[src/pmc_pkg.sv]
// Purpose: constants for the miscellaneous PCI configuration register bank
// Assumes: 32-bit configuration data, dword addressing by byte offset
// Notes: offsets, the write mask and command codes are shared with the testbench
package pmc_pkg;
  // ----------------------------------------
  // Register offsets
  // ----------------------------------------
  localparam logic [7:0] MISC_CFG_OFFSET = 8'hf0;
  localparam logic [7:0] PM_CAP_OFFSET = 8'h44;
  localparam logic [31:0] MISC_CFG_RESET = 32'h0000_0000;
  // Writable bits 15, 10, 9-8, 4-0
  localparam logic [31:0] MISC_CFG_WMASK = 32'h0000_871f;
  // ----------------------------------------
  // Field positions
  // ----------------------------------------
  localparam int PME_COLD_BIT = 15;
  localparam int PME_IGN_BIT = 10;
  localparam int RD_SEL_LO = 8;
  localparam int NO_ABORT_BIT = 4;
  localparam int GPIO_ROUTE_BIT = 3;
  localparam int LINK_BYP_BIT = 2;
  localparam int HOST_BYP_BIT = 1;
  localparam int KEEP_CLK_BIT = 0;
  // Position of cold PME support inside the capability register at 44h
  localparam int PM_CAP_COLD_BIT = 31;
  localparam int VID_IGN_BIT = 26;
  localparam int EE_SEL_LO = 0;
  localparam logic [7:0] ABORT_FILL = 8'hff;
  // ----------------------------------------
  // Master read commands
  // ----------------------------------------
  localparam logic [3:0] CMD_MEM_READ = 4'h6;
  localparam logic [3:0] CMD_READ_MULT = 4'hc;
  localparam logic [3:0] CMD_READ_LINE = 4'he;
  // Longest master read that always uses the plain read command
  localparam logic [7:0] SHORT_RD_MAX = 8'h02;
  localparam logic [1:0] SEL_LINE = 2'h0;
  localparam logic [1:0] SEL_READ = 2'h1;
  localparam logic [1:0] SEL_MULT = 2'h2;
endpackage

[src/pmc_misc_cfg.sv]
// Purpose: miscellaneous PCI configuration register and the logic it steers
// Assumes: configuration cycles arrive decoded as a one-cycle read or write strobe
// Notes: all outputs are registered, so effects appear one cycle after a change, five cycles for the general pin inputs
`timescale 1ns/1ns
module pmc_misc_cfg
(
  // Clock and reset
  input wire logic i_mclk,
  input wire logic i_rst_n,
  // Configuration access
  input wire logic i_cfg_wr,
  input wire logic i_cfg_rd,
  input wire logic [7:0] i_cfg_addr,
  input wire logic [3:0] i_cfg_be,
  input wire logic [31:0] i_cfg_wdata,
  output logic [31:0] o_cfg_rdata,
  output logic o_cfg_rvalid,
  // Serial EEPROM load
  input wire logic i_ee_load,
  input wire logic [15:0] i_ee_word12,
  // PME generation
  input wire logic i_irq_pending,
  input wire logic i_master_irq_gate,
  output logic o_pme_req,
  output logic o_pm_cap_cold,
  output logic o_vid_bit26,
  // Master read command
  input wire logic [7:0] i_rd_phases,
  output logic [3:0] o_rd_cmd,
  // Link register access
  input wire logic i_link_acc,
  input wire logic i_link_inactive,
  output logic o_target_abort,
  output logic o_link_done,
  output logic [7:0] o_link_fill,
  // General pins and EEPROM lines
  input wire logic i_gp_three_out,
  input wire logic i_gp_three_oe,
  input wire logic i_gp_two_out,
  input wire logic i_gp_two_oe,
  input wire logic i_gp_three_in,
  input wire logic i_gp_two_in,
  output logic o_general_pin_three_o,
  output logic o_general_pin_three_oe,
  output logic o_general_pin_two_o,
  output logic o_general_pin_two_oe,
  output logic o_ee_scl_in,
  output logic o_ee_sda_in,
  // Clock controls
  output logic o_link_clock_gate_bypass,
  output logic o_host_clock_gate_bypass,
  output logic o_keep_host_clock
);

  // ----------------------------------------
  // Configuration register
  // ----------------------------------------
  logic [31:0] misc_q;
  logic [31:0] misc_d;
  logic [31:0] wmask;
  logic hit;
  logic [2:0] three_s_q;
  logic [2:0] two_s_q;
  logic three_q, two_q;

  assign hit = (i_cfg_addr == pmc_pkg::MISC_CFG_OFFSET);

  always_comb
  begin
    wmask = pmc_pkg::MISC_CFG_WMASK & {{8{i_cfg_be[3]}}, {8{i_cfg_be[2]}},
                                       {8{i_cfg_be[1]}}, {8{i_cfg_be[0]}}};
    misc_d = misc_q;
    if (i_cfg_wr && hit)
    begin
      misc_d = (misc_q & ~wmask) | (i_cfg_wdata & wmask);
    end
    if (i_ee_load)
    begin
      misc_d[pmc_pkg::RD_SEL_LO +: 2] = i_ee_word12[pmc_pkg::EE_SEL_LO +: 2];
    end
  end

  always_ff @(posedge i_mclk)
  begin
    if (!i_rst_n)
      misc_q <= pmc_pkg::MISC_CFG_RESET;
    else
      misc_q <= misc_d;
  end

  always_ff @(posedge i_mclk)
  begin
    if (!i_rst_n)
    begin
      o_cfg_rdata <= '0;
      o_cfg_rvalid <= 1'b0;
    end
    else
    begin
      o_cfg_rvalid <= i_cfg_rd;
      o_cfg_rdata <= (i_cfg_rd && hit) ? (misc_q & pmc_pkg::MISC_CFG_WMASK) : '0;
    end
  end

  // ----------------------------------------
  // PME and mirrored bits
  // ----------------------------------------
  always_ff @(posedge i_mclk)
  begin
    if (!i_rst_n)
    begin
      o_pme_req <= 1'b0;
      o_pm_cap_cold <= 1'b0;
      o_vid_bit26 <= 1'b0;
    end
    else
    begin
      o_pme_req <= i_irq_pending &&
                   (i_master_irq_gate || misc_q[pmc_pkg::PME_IGN_BIT]);
      o_pm_cap_cold <= misc_q[pmc_pkg::PME_COLD_BIT];
      o_vid_bit26 <= misc_q[pmc_pkg::PME_IGN_BIT];
    end
  end

  // ----------------------------------------
  // Master read command
  // ----------------------------------------
  always_ff @(posedge i_mclk)
  begin
    if (!i_rst_n)
      o_rd_cmd <= pmc_pkg::CMD_MEM_READ;
    else if (i_rd_phases <= pmc_pkg::SHORT_RD_MAX)
      o_rd_cmd <= pmc_pkg::CMD_MEM_READ;
    else
    begin
      case (misc_q[pmc_pkg::RD_SEL_LO +: 2])
        pmc_pkg::SEL_READ: o_rd_cmd <= pmc_pkg::CMD_MEM_READ;
        pmc_pkg::SEL_MULT: o_rd_cmd <= pmc_pkg::CMD_READ_MULT;
        default: o_rd_cmd <= pmc_pkg::CMD_READ_LINE;
      endcase
    end
  end

  // ----------------------------------------
  // Inactive link access reply
  // ----------------------------------------
  always_ff @(posedge i_mclk)
  begin
    if (!i_rst_n)
    begin
      o_target_abort <= 1'b0;
      o_link_done <= 1'b0;
      o_link_fill <= '0;
    end
    else
    begin
      o_target_abort <= i_link_acc && i_link_inactive && !misc_q[pmc_pkg::NO_ABORT_BIT];
      o_link_done <= i_link_acc && i_link_inactive && misc_q[pmc_pkg::NO_ABORT_BIT];
      o_link_fill <= (i_link_acc && i_link_inactive && misc_q[pmc_pkg::NO_ABORT_BIT])
                     ? pmc_pkg::ABORT_FILL : '0;
    end
  end

  // ----------------------------------------
  // General pins
  // ----------------------------------------
  always_ff @(posedge i_mclk)
  begin
    if (!i_rst_n)
    begin
      three_s_q <= '1;
      two_s_q <= '1;
      three_q <= 1'b1;
      two_q <= 1'b1;
    end
    else
    begin
      three_s_q <= {three_s_q[1:0], i_gp_three_in};
      two_s_q <= {two_s_q[1:0], i_gp_two_in};
      if (three_s_q[2] == three_s_q[1])
        three_q <= three_s_q[2];
      if (two_s_q[2] == two_s_q[1])
        two_q <= two_s_q[2];
    end
  end

  always_ff @(posedge i_mclk)
  begin
    if (!i_rst_n)
    begin
      o_general_pin_three_o <= 1'b0;
      o_general_pin_three_oe <= 1'b0;
      o_general_pin_two_o <= 1'b0;
      o_general_pin_two_oe <= 1'b0;
      o_ee_scl_in <= 1'b1;
      o_ee_sda_in <= 1'b1;
    end
    else
    begin
      o_general_pin_three_o <= i_gp_three_out;
      o_general_pin_two_o <= i_gp_two_out;
      o_general_pin_three_oe <= i_gp_three_oe && !misc_q[pmc_pkg::GPIO_ROUTE_BIT];
      o_general_pin_two_oe <= i_gp_two_oe && !misc_q[pmc_pkg::GPIO_ROUTE_BIT];
      o_ee_scl_in <= misc_q[pmc_pkg::GPIO_ROUTE_BIT] ? three_q : 1'b1;
      o_ee_sda_in <= misc_q[pmc_pkg::GPIO_ROUTE_BIT] ? two_q : 1'b1;
    end
  end

  // ----------------------------------------
  // Clock controls
  // ----------------------------------------
  always_ff @(posedge i_mclk)
  begin
    if (!i_rst_n)
    begin
      o_link_clock_gate_bypass <= 1'b0;
      o_host_clock_gate_bypass <= 1'b0;
      o_keep_host_clock <= 1'b0;
    end
    else
    begin
      o_link_clock_gate_bypass <= misc_q[pmc_pkg::LINK_BYP_BIT];
      o_host_clock_gate_bypass <= misc_q[pmc_pkg::HOST_BYP_BIT];
      o_keep_host_clock <= misc_q[pmc_pkg::KEEP_CLK_BIT];
    end
  end
endmodule

[config.mk]
export PLATFORM = sky130hd
export DESIGN_NAME = pmc_misc_cfg
export DESIGN_NICKNAME = d
export VERILOG_FILES = /design/src/pmc_pkg.sv /design/src/pmc_misc_cfg.sv
export SDC_FILE = /design/constraint.sdc
export NUM_CORES = 1
export LEC_CHECK = 0
export BUFFER_PORTS_ARGS = -buffer_cell sky130_fd_sc_hd__buf_4
export CAP_MARGIN = 10
export CORE_ASPECT_RATIO = 1.5
export CORE_MARGIN = 5
export CORE_UTILIZATION = 38
export DETAILED_ROUTE_END_ITERATION = 6
export PLACE_DENSITY = 0.9
export SLEW_MARGIN = 20
export SYNTH_ARGS = -nofsm -noshare
export SYNTH_HDL_FRONTEND = slang
export SYNTH_SLANG_ARGS = --single-unit
[constraint.sdc]
create_clock -name i_mclk -period 1.2 [get_ports i_mclk]
set_input_delay 0.12 -clock i_mclk [delete_from_list [all_inputs] [get_ports i_mclk]]
set_output_delay 0.12 -clock i_mclk [all_outputs]
set_load 0.05 [all_outputs]
[Yosys cells after proc, flatten, opt, wreduce, memory -nomap -nowiden]
Cells that the tools add are included.
Word-level totals
  flip-flop bits (word level): 99
  latch bits: 0
  bits in writable memories: 0
  ROM bits: 0
  input port bits: 83
  output and inout bits: 59
  memories: 0
Operators by class
  add/subtract/negate cells: 0
  $mul: 0
  divide/modulo/power cells: 0
  magnitude comparators: 1
  eq/ne operators: 5
  shifts and indexed selects: 0
  muxes and demuxes: 4
  bitwise logic cells: 5
  reduce and logical (&&, ||, !) cells: 15
Operators by type and width (number)
  32-bit by 16-bit AND with 32-bit output: 1
  32-bit AND: 1
  16-bit inverter with 32-bit output: 1
  32-bit bitwise OR: 1
  10-bit two-way mux: 1
  8-bit == test (second input constant): 1
  8-bit by 2-bit <= comparator with 1-bit output (second input constant): 1
  1-bit logical AND: 8
  8-bit two-way mux: 1
  4-bit one-hot mux with 2 select lines: 1
  2-bit AND reduction: 2
  1-bit == test: 2
  2-bit by 1-bit == test with 1-bit output (second input constant): 1
  2-bit == test (second input constant): 1
  1-bit zero test: 2
  2-bit two-way mux: 1
  2-bit nonzero test: 1
  2-bit OR reduction: 1
  1-bit logical OR: 1
  1-bit inverter: 1

[Depth between registers and ports, before layout]
Gate-level depths: netlist of the first run.
  depth in word-level cells: 5
  gate-level depth with buffers: 5

[Worst setup path after synthesis of the first run]
Ideal clock, no wire load.
  path type: reg-to-output
  start point: register, netlist name o_link_fill[6]
  end point: output o_link_fill[0]
  data arrival time: 1.033 ns
  setup slack: 0.047 ns
  stages on the path, launching flop included: 2
  buffers on the path: 1
  path through: dfxtp_1 > buf_4
RTL lines
  to (decl): RTL line pmc_misc_cfg.sv:35  | output logic [7:0] o_link_fill,

==> run summary, run 1 <==
fraction of layout cells with a size suffix above 1 = 38.59%
DRC = 0
Final Hold Fails = 0
Final Slew Violations = 0
Power Total = 2.829 mW
min cycle time layout = 1.033 ns
crit start category = flip-flop
die area = 0.005978 sq mm
crit path max fanout = 9
Setup violations, final = 0
sequential share of the synthesized area = 50.26%
RSZ-0062 raised after global routing = no
Antenna Violating Nets Remaining = 0
Worst EP arrival = 0.91 ns
clock root buffer master = clkbuf_8
CTS buffer count = 5
Area Growth Syn to Fin = 33.02%
Buf+Inv Stages, Crit Path = 1
crit path kind = reg2out
vias per std cell = 4.467
area of the multi-input gates = 616.8 sq um
maximum VDD drop = 0.0004583 V
IO buf count = 77
row cnt = 30
leak pwr = 1.125 nW
initial antenna violation count = 0
routing usage on met3 = 2.941%
CP max-delay cell = dfxtp_2
CTS tree = done
Worst R2R Setup Slack = 0.22 ns
Clock Path Buffers = 2
antenna fix cells = 0
vias in the first global route = 1295
layer with the highest usage = met2
Worst-path clk slew = 0.08 ns
Post-Syn Instances = 167
Wirelength per Cell = 12.28 um
drt total wl = 3549 um
core area = 0.004467 sq mm
Min-Delay Path Class = in2reg
drt pass-1 iters = 4
Fill cells = 403
Register Area = 862.1 sq um
largest net degree at the start of global routing = 20
run status = completed
#FFs+latches synth = 43
unique cell type count in the Yosys netlist = 33
chip height = 92.23 um
mapped cell area = 0.001713 sq mm
io pins = 142
starting density of the core = 38.35%
first-pass GRT wire length = 5547 um
max cap viols = 0
Final #Nets = 323
Iteration-0 DRC Markers = 16
remaining global-route overflow = 0
Placer Congestion = 0.7360
GR Util All Layers = 12.01%
clock skew = 0.004560 ns
clock sink total = 43
Detail Placement HPWL = 2947 um
Req. time, crit path = 1.08 ns
die width = 64.82 um
FMAX = 968.1 MHz
number of synthesis warnings = 0
Crit. End Element = primary output
GR Util met2 = 21.78%
syn_area_per_cell = 10.26 sq um
CP cell instances = buf_4
H-tree depth = 2
Final Cycle Share = 86.08%
Hold Slack = 0.02698 ns
Clock Latency Late Sink = 0.29 ns
Worst path max stage delay = 0.40 ns
Post-CTS Setup Inserts = 0
Power Density = 1241 mW/mm^2
vias = 1291
met1 Use GR = 11.80%
cell family with most CP delay = flip-flops
-- cell usage in the layout, fill, tap and decap left out, types with 2 or more instances in the layout --
| cell | count |
|---|---|
| nor3b_1 | 2 |
| a21oi_1 | 4 |
| dfxtp_1 | 42 |
| clkinvlp_4 | 2 |
| dlygate4sd3_1 | 2 |
| nand4_1 | 3 |
| conb_1 | 25 |
| inv_1 | 6 |
| buf_4 | 80 |
| or2_1 | 2 |
| nand4bb_1 | 2 |
| a31oi_1 | 2 |
| o21ai_1 | 2 |
| nand2_1 | 11 |
| o31ai_1 | 3 |
| nor2_1 | 4 |
| mux2i_1 | 6 |
| nand2b_1 | 6 |
| and4bb_1 | 2 |
| nand3_1 | 2 |
| clkbuf_8 | 5 |
| and2_1 | 15 |
-- synth_stat cells, drive strengths merged --
master / instances / share of area, %
dfxtp: 43 / 50
buf: 38 / 17
and2: 15 / 5.5
nand2: 11 / 2.4
inv: 7 / 1.5
mux2i: 6 / 3.5
nand2b: 6 / 2.2
a21oi: 4 / 1.2
nand4: 4 / 2.3
nor2: 4 / 0.88
o21ai: 3 / 0.88
o31ai: 3 / 1.3
a31oi: 2 / 0.73
and4bb: 2 / 1.5
conb: 2 / 0.44
nand3: 2 / 0.58
nand4bb: 2 / 1.3
nor3b: 2 / 0.88
or2: 2 / 0.73
a2111o: 1 / 0.66
a211oi: 1 / 0.44
a221oi: 1 / 0.51
and3: 1 / 0.66
and4: 1 / 0.51
clkbuf: 1 / 0.22
nor4: 1 / 0.37
o211a: 1 / 0.58
o41ai: 1 / 0.95
-- where the power goes --
part | internal, mW | leakage [nW] | switching [mW]
Clock | 0.416 | 0.0408 | 0.497
Sequential | 1.45 | 0.351 | 0.0127
Combinational | 0.147 | 0.734 | 0.302
-- timing repair --
| item | in CTS | in global routing |
|---|---|---|
| hold buffers | 2 | 0 |
| endpoints found under the hold margin | 2 | 0 |
| resized for setup | 0 | 1 |
| setup endpoints to repair | 0 | 9 |
-- kinds of logic (layout without fill, tap and decap cells) --
logic type      after synthesis  count (layout)  share of synthesized area (%)
simple gates                 53              53                          19.80
flops                        43              43                          50.26
mux                           6               6                          3.506
compound gates               17              17                          7.232
buf+inv                      46              97                          18.77
other cells                   2              25                         0.4384
-- metrics by stage --
| stage | setup TNS (ns) | util [%] | instances | setup WS (ns) | instance area, sq um |
|---|---|---|---|---|---|
| after floorplan | 0 | - | 190 | 0.04723 | 1799 |
| after global placement | 0 | 48.46 | 279 | 0.01015 | 2165 |
| after detailed placement | -0.01969 | 48.46 | 279 | -0.009457 | 2165 |
| after CTS | 0 | 50.98 | 289 | 0.04337 | 2277 |
| after global routing | 0 | 51.01 | 289 | 0.09038 | 2278 |
| final | 0 | 51.01 | 289 | 0.1671 | 2278 |
-- final timing paths --
check	startpoint	endpoint	cells past startpoint
max	o_link_fill[6]$_SDFF_PN0_	o_link_fill[1]	1
min	i_ee_load	misc_q[8]$_SDFFE_PN0P_	2
max reg2reg	misc_q[8]$_SDFFE_PN0P_	misc_q[8]$_SDFFE_PN0P_	3
min reg2reg	three_s_q[0]$_SDFF_PN1_	three_s_q[1]$_SDFF_PN1_	1
-- routing by layer --
metal  up-vias  part of all wire (%)
met1       568                    35
met3        10                   9.7
li1        637                     -
met5         -                     0
met4         0                   3.4
met2        76                    52
-- layout make-up --
type / instances / share of cell area (%)
clock buffers: 5 / 3.020
clock inverters: 3 / 1.043
flip-flops and latches: 43 / 37.84
multi-input cells: 101 / 27.07
inverters: 7 / 1.153
well taps: 48 / 2.636
repair buffers: 82 / 27.24
Power figures use the tool's default switching activity.
==> inputs of run 2 (changes only) <==
--- a/config.mk
+++ b/config.mk
@@ -7,9 +7,11 @@
 export LEC_CHECK = 0
 export BUFFER_PORTS_ARGS = -buffer_cell sky130_fd_sc_hd__buf_4
 export CAP_MARGIN = 10
+export CELL_PAD_IN_SITES_DETAIL_PLACEMENT = 1
+export CELL_PAD_IN_SITES_GLOBAL_PLACEMENT = 1
 export CORE_ASPECT_RATIO = 1.5
 export CORE_MARGIN = 5
-export CORE_UTILIZATION = 38
+export CORE_UTILIZATION = 26
 export DETAILED_ROUTE_END_ITERATION = 6
 export PLACE_DENSITY = 0.9
 export SLEW_MARGIN = 20
==> run 2 against run 1 <==
Effect of this change:
- design area is 1.2% higher
- critical endpoint is now o_link_fill[5]
- combinational power rose by 0.9%
- sequential share of layout area is 0.45 points lower
- largest cell class unchanged
- clock skew down 0.00069 ns
==> run summary, run 2 (synthesized netlist as in run 1, its figures left out) <==
vias in the first global route = 1464 (+13%)
Fill cells = 757 (+88%)
CTS tree = done
Setup violations, final = 0 (unchanged)
reg2reg start = misc_q[8]$_SDFFE_PN0P_
Antenna Violating Nets Remaining = 0 (unchanged)
drt pass-1 iters = 4 (unchanged)
initial antenna violation count = 0 (unchanged)
Power Density = 1235 mW/mm^2 (-0.55%)
Worst path max stage delay = 0.40 ns (about the same)
CP cell instances = buf_4
crit start category = flip-flop
cell family with most CP delay = flip-flops
Design Area, Final = 0.002306 sq mm (+1.2%)
Clock Path Buffers = 2 (unchanged)
vias per std cell = 4.152 (-7.1%)
Post-DP Area = 0.002192 sq mm (+1.3%)
Crit. End Element = primary output
Final Slew Violations = 0 (unchanged)
RSZ-0062 raised after global routing = no
Final Util = 35.80% (-15 points)
CP max-delay cell = dfxtp_2
largest net degree at the start of global routing = 21 (+5.0%)
starting density of the core = 26.59% (-12 points)
io pins = 142 (unchanged)
IO buf count = 77 (unchanged)
vias = 1312 (+1.6%)
maximum VDD drop = 0.0004387 V (-4.3%)
antenna fix cells = 0 (unchanged)
Final Cycle Share = 85.95% (-0.13 points)
worst reg-to-reg path cell count = 3 (unchanged)
placed insts = 306 (+9.7%)
Worst EP arrival = 0.91 ns (about the same)
Clk pwr share = 32.6% (+0.3 points)
clock skew = 0.003870 ns (-0.0006903 ns)
max cap viols = 0 (unchanged)
Post-CTS Setup Inserts = 0 (unchanged)
H-tree depth = 2 (unchanged)
R2R Path End = misc_q[8]$_SDFFE_PN0P_
fraction of layout cells with a size suffix above 1 = 38.33% (-0.26 points)
CTS buffer count = 5 (unchanged)
Final #Nets = 322 (-0.31%)
area of the multi-input gates = 616.8 sq um (unchanged)
Comb pwr share = 15.9% (about the same)
Buf+Inv Stages, Crit Path = 1 (unchanged)
chip height = 109.4 um (+19%)
crit path max fanout = 9 (unchanged)
Iteration-0 DRC Markers = 30 (+14)
Area Growth Syn to Fin = 34.62%
remaining global-route overflow = 0 (unchanged)
Sw Share = 29.20% (+0.51 points)
hold endpoint = misc_q[8]$_SDFFE_PN0P_
Internal Power = 2.016 mW (about the same)
leak pwr = 1.121 nW (-0.43%)
min cycle time layout = 1.031 ns (-0.001602 ns)
Final Hold Fails = 0 (unchanged)
Wirelength per Cell = 13.01 um (+5.9%)
Power Total = 2.847 mW (+0.65%)
core area = 0.006441 sq mm (+44%)
die width = 76.27 um (+18%)
run status = completed
P_sw = 0.8314 mW (+2.4%)
Placer Congestion = 0.6807 (-7.5%)
row cnt = 36 (+20%)
clock root buffer master = clkbuf_8
min-delay src = i_ee_load
clock sink total = 43 (unchanged)
GR Util All Layers = 10.12% (-1.9 points)
Register Area = 862.1 sq um (unchanged)
Req. time, crit path = 1.08 ns (about the same)
Min-Delay Path Class = in2reg
most frequent cells in the layout = 79 x buf_4, 42 x dfxtp_1, 25 x conb_1
drt total wl = 4111 um (+16%)
DRC = 0 (unchanged)
Detail Placement HPWL = 3378 um (+15%)
most common cell after layout, fill and taps aside = buf_4
Worst-path clk slew = 0.09 ns (about the same)
hold path depth = 2 (unchanged)
fin cells = 316 (+9.3%)
register share of total power = 51.5% (-0.4 points)
die area = 0.008345 sq mm (+40%)
crit path kind = reg2out
Clock Latency Late Sink = 0.29 ns (about the same)
first-pass GRT wire length = 6803 um (+23%)
Worst R2R Setup Slack = 0.20 ns (-0.02 ns)
FMAX = 969.6 MHz (+0.16%)
Hold Slack = 0.02741 ns (+0.0004250 ns)
## run 2: cell count changes in the layout (fill, tap and decap cells not counted)
cell	before	now
buf_4	80	79
## run 2: final cells by class
type                    count  area share, %
multi-input cells         101          26.75
flip-flops and latches     43          37.38
inverters                   7          1.139
clock inverters             3          1.031
well taps                  76          4.124
clock buffers               5          2.984
repair buffers             81          26.59
## run 2: worst max-delay path by stage
stage	endpoint	startpoint	depth (start not counted)	slack (ns)
after floorplan	o_link_fill[0]	o_link_fill[6]$_SDFF_PN0_	1	0.05
after global placement	flip-flop	i_cfg_addr[0]	4	-0.004
after detailed placement	flip-flop	i_cfg_addr[0]	4	-0.04
after CTS	o_link_fill[3]	o_link_fill[6]$_SDFF_PN0_	1	0.04
after global routing	o_link_fill[3]	o_link_fill[6]$_SDFF_PN0_	1	0.11
final	o_link_fill[5]	o_link_fill[6]$_SDFF_PN0_	1	0.17
## run 2: layer usage
metal	GRT usage, %	vias to the layer above	share of wire, %
li1	-	633	-
met1	10.40	596	39
met2	17.89	77	49
met3	4.508	6	11
met4	4.125	0	1.7
met5	0	-	0
## run 2: timing repair
action | CTS | global route
setup endpoints to repair | 0 | 2
gates resized for setup | 0 | 1
endpoints found under the hold margin | 2 | 0
hold buffers | 2 | 0
## run 2: power groups by stage
stage | Combinational [mW] | Clock [mW] | Sequential (mW)
final | 0.453 | 0.928 | 1.47
after global placement | 0.441 | 0 | 1.50
after global routing | 0.484 | 1.03 | 1.47
after floorplan | 0.301 | 0 | 1.55
after detailed placement | 0.449 | 0 | 1.50
after CTS | 0.455 | 0.977 | 1.47
## run 2: through the flow
step | TNS [ns] | worst slack, ns
6_report | 0 | 0.1687
5_1_grt | 0 | 0.1120
2_1_floorplan | 0 | 0.04723
3_5_place_dp | -0.2236 | -0.03945
4_1_cts | 0 | 0.04002
3_3_place_gp | -0.01395 | -0.003699
==> inputs of run 3 (changes only) <==
--- a/config.mk
+++ b/config.mk
@@ -5,15 +5,16 @@
 export SDC_FILE = /design/constraint.sdc
 export NUM_CORES = 1
 export LEC_CHECK = 0
+export ABC_AREA = 1
 export BUFFER_PORTS_ARGS = -buffer_cell sky130_fd_sc_hd__buf_4
 export CAP_MARGIN = 10
 export CELL_PAD_IN_SITES_DETAIL_PLACEMENT = 1
 export CELL_PAD_IN_SITES_GLOBAL_PLACEMENT = 1
 export CORE_ASPECT_RATIO = 1.5
-export CORE_MARGIN = 5
-export CORE_UTILIZATION = 26
+export CORE_MARGIN = 4
+export CORE_UTILIZATION = 25
 export DETAILED_ROUTE_END_ITERATION = 6
-export PLACE_DENSITY = 0.9
+export PLACE_DENSITY = 0.91
 export SLEW_MARGIN = 20
 export SYNTH_ARGS = -nofsm -noshare
 export SYNTH_HDL_FRONTEND = slang
==> run 3 against run 2 <==
Effect of this change:
- wire length grew 4.3%
- global-route usage increased by 0.59 points
- sequential share of layout area rose by 0.24 points
- die area is 1.5% lower
- register-to-register slack improved by 0.08 ns
- setup slack worse by 0.022 ns
- design area fell by 0.65%
- via count grew 11%
- critical endpoint is now o_link_fill[4]
- largest cell class unchanged
==> run summary, run 3 <==
run status = completed
maximum VDD drop = 0.0003995 V (-8.9%)
fin cells = 365 (+16%)
Req. time, crit path = 1.08 ns (about the same)
#FFs+latches synth = 43 (unchanged)
drt total wl = 4286 um (+4.3%)
IO buf count = 77 (unchanged)
Min-Delay Path Class = in2reg
Final #Nets = 371 (+15%)
Post-Syn Instances = 216 (+29%)
number of synthesis warnings = 0 (unchanged)
placed insts = 357 (+17%)
RSZ-0062 raised after global routing = no
post-synth top area share = 50.55% (+0.30 points)
initial antenna violation count = 0 (unchanged)
Post-DP Area = 0.002208 sq mm (+0.74%)
Setup violations, final = 0 (unchanged)
Clock Latency Late Sink = 0.29 ns (about the same)
synth top area cells = dfxtp_1 51%, buf_4 15%, nor2_1 9.7%
Hold Slack = 0.01436 ns (-0.01305 ns)
Worst path depth = 1 (unchanged)
io pins = 142 (unchanged)
Wirelength per Cell = 11.74 um (-9.7%)
worst setup margin = 0.1462 ns (-0.02244 ns)
core area = 0.006576 sq mm (+2.1%)
vias per std cell = 3.978 (-4.2%)
Antenna Violating Nets Remaining = 0 (unchanged)
Final Cycle Share = 87.82% (+1.9 points)
most frequent cells in the layout = 78 x buf_4, 44 x nor2_1, 42 x dfxtp_1
clock root buffer master = clkbuf_8
Synth area leader = dfxtp_1
first-pass GRT wire length = 6686 um (-1.7%)
Synth top cells by count = 44 x nor2_1, 43 x dfxtp_1, 39 x nand2_1, 33 x buf_4, 26 x inv_1
most common cell after layout, fill and taps aside = buf_4
Setup WS pre-CTS = 0.007884 ns (+0.04733 ns)
fraction of layout cells with a size suffix above 1 = 32.87% (-5.5 points)
Worst-path clk slew = 0.07 ns (-0.02 ns)
Area Growth Syn to Fin = 34.53% (about the same)
CP cell instances = buf_4
min cycle time layout = 1.054 ns (+0.02244 ns)
DRC = 0 (unchanged)
die width = 75.39 um (-1.2%)
Power Density = 1212 mW/mm^2 (-1.9%)
sequential share of the synthesized area = 50.55% (+0.30 points)
hold path depth = 3 (+1)
starting density of the core = 25.89% (-0.70 points)
CTS tree = done
Crit. End Element = primary output
syn_area_per_cell = 7.884 sq um (-23%)
FMAX = 949.0 MHz (-2.1%)
Post-CTS Setup Inserts = 0 (unchanged)
vias = 1452 (+11%)
asr flop ratio synth = 0% (unchanged)
die area = 0.008223 sq mm (-1.5%)
Worst path max stage delay = 0.42 ns (+0.02 ns)
clock skew = 0.001710 ns (-0.002160 ns)
worst reg-to-reg path cell count = 6 (+3)
Power Total = 2.776 mW (-2.5%)
number of synthesized flops with an enable pin = 0 (unchanged)
largest net degree at the start of global routing = 16 (-24%)
leak pwr = 1.214 nW (+8.3%)
CTS buffer count = 5 (unchanged)
max cap viols = 0 (unchanged)
crit path max fanout = 9 (unchanged)
min-delay src = i_gp_two_out
Worst EP arrival = 0.93 ns (+0.02 ns)
Design Area, Final = 0.002291 sq mm (-0.65%)
Clock Path Buffers = 2 (unchanged)
cell family with most CP delay = flip-flops
remaining global-route overflow = 0 (unchanged)
Buf+Inv Stages, Crit Path = 1 (unchanged)
Worst Setup SP = o_link_fill[6]$_SDFF_PN0_
crit path kind = reg2out
reg2reg start = misc_q[8]$_SDFFE_PN0P_
Detail Placement HPWL = 3612 um (+6.9%)
setup_tns = 0 ns (unchanged)
Fill cells = 807 (+6.6%)
Synth Flop Type = dfxtp_1
vias in the first global route = 1515 (+3.5%)
CP max-delay cell = dfxtp_2
most frequent cell after synthesis = nor2_1
crit start category = flip-flop
H-tree depth = 2 (unchanged)
drt pass-1 iters = 3 (-1)
Placer Congestion = 0.7147 (+5.0%)
row cnt = 36 (unchanged)
Final Util = 34.84% (-0.96 points)
Final Slew Violations = 0 (unchanged)
clock sink total = 43 (unchanged)
chip height = 109.1 um (-0.30%)
GR Util All Layers = 10.70% (+0.59 points)
unique cell type count in the Yosys netlist = 17 (-48%)
Iteration-0 DRC Markers = 56 (+87%)
Final Hold Fails = 0 (unchanged)
mapped cell area = 0.001703 sq mm (-0.58%)
antenna fix cells = 0 (unchanged)
==> run 3: cell count changes after synthesis, moves of 3 or more <==
cell and delta:
and2_1 -15, nor2_1 +40, nand2_1 +28, buf_6 -3, or2_2 +8, inv_1 +20, nand2b_1 -6, o31ai_1 -3
mux2i_1 -6
==> run 3: worst paths after layout <==
kind,to,slack [ns]
min reg2reg,two_s_q[1]$_SDFF_PN1_,0.42
min,o_general_pin_two_o$_SDFF_PN0_,0.01
max,o_link_fill[4],0.15
max reg2reg,misc_q[8]$_SDFFE_PN0P_,0.28
==> run 3: power breakdown <==
group,total [mW],internal [mW],switching [mW]
registers,1.47,1.45,0.0111
clock network,0.862,0.408,0.454
logic,0.448,0.135,0.312
==> run 3: worst min-delay path, stage by stage <==
cell	delay, ns
buf_4	0.08
nand2_1	0.04
inv_1	0.04
==> run 3: layout make-up <==
type                    instances  area [sq um]  area share, %
clock inverters                 1         5.005         0.2185
inverters                      26         97.59          4.260
well taps                      76         95.09          4.151
clock buffers                   7         76.32          3.332
multi-input cells             134         569.3          24.85
repair buffers                 78         585.6          25.56
flip-flops and latches         43         862.1          37.63
==> run 3: per-layer routing <==
layer,wire [um],track usage [%]
met3,343,1.753
met5,0,0
met1,1514,11.11
met2,2337,20.09
met4,90,4.875
==> run 3: cell families after synthesis <==
logic type | after synthesis | synth area share, %
compound gates | 9 | 2.792
other cells | 2 | 0.4410
buf+inv | 62 | 21.09
simple gates | 100 | 25.13
flops | 43 | 50.55
==> run 3: repair_timing <==
item                       in CTS  in global routing
resized for setup               0                  1
hold buffers                    0                  0
setup endpoints to repair       0                  9
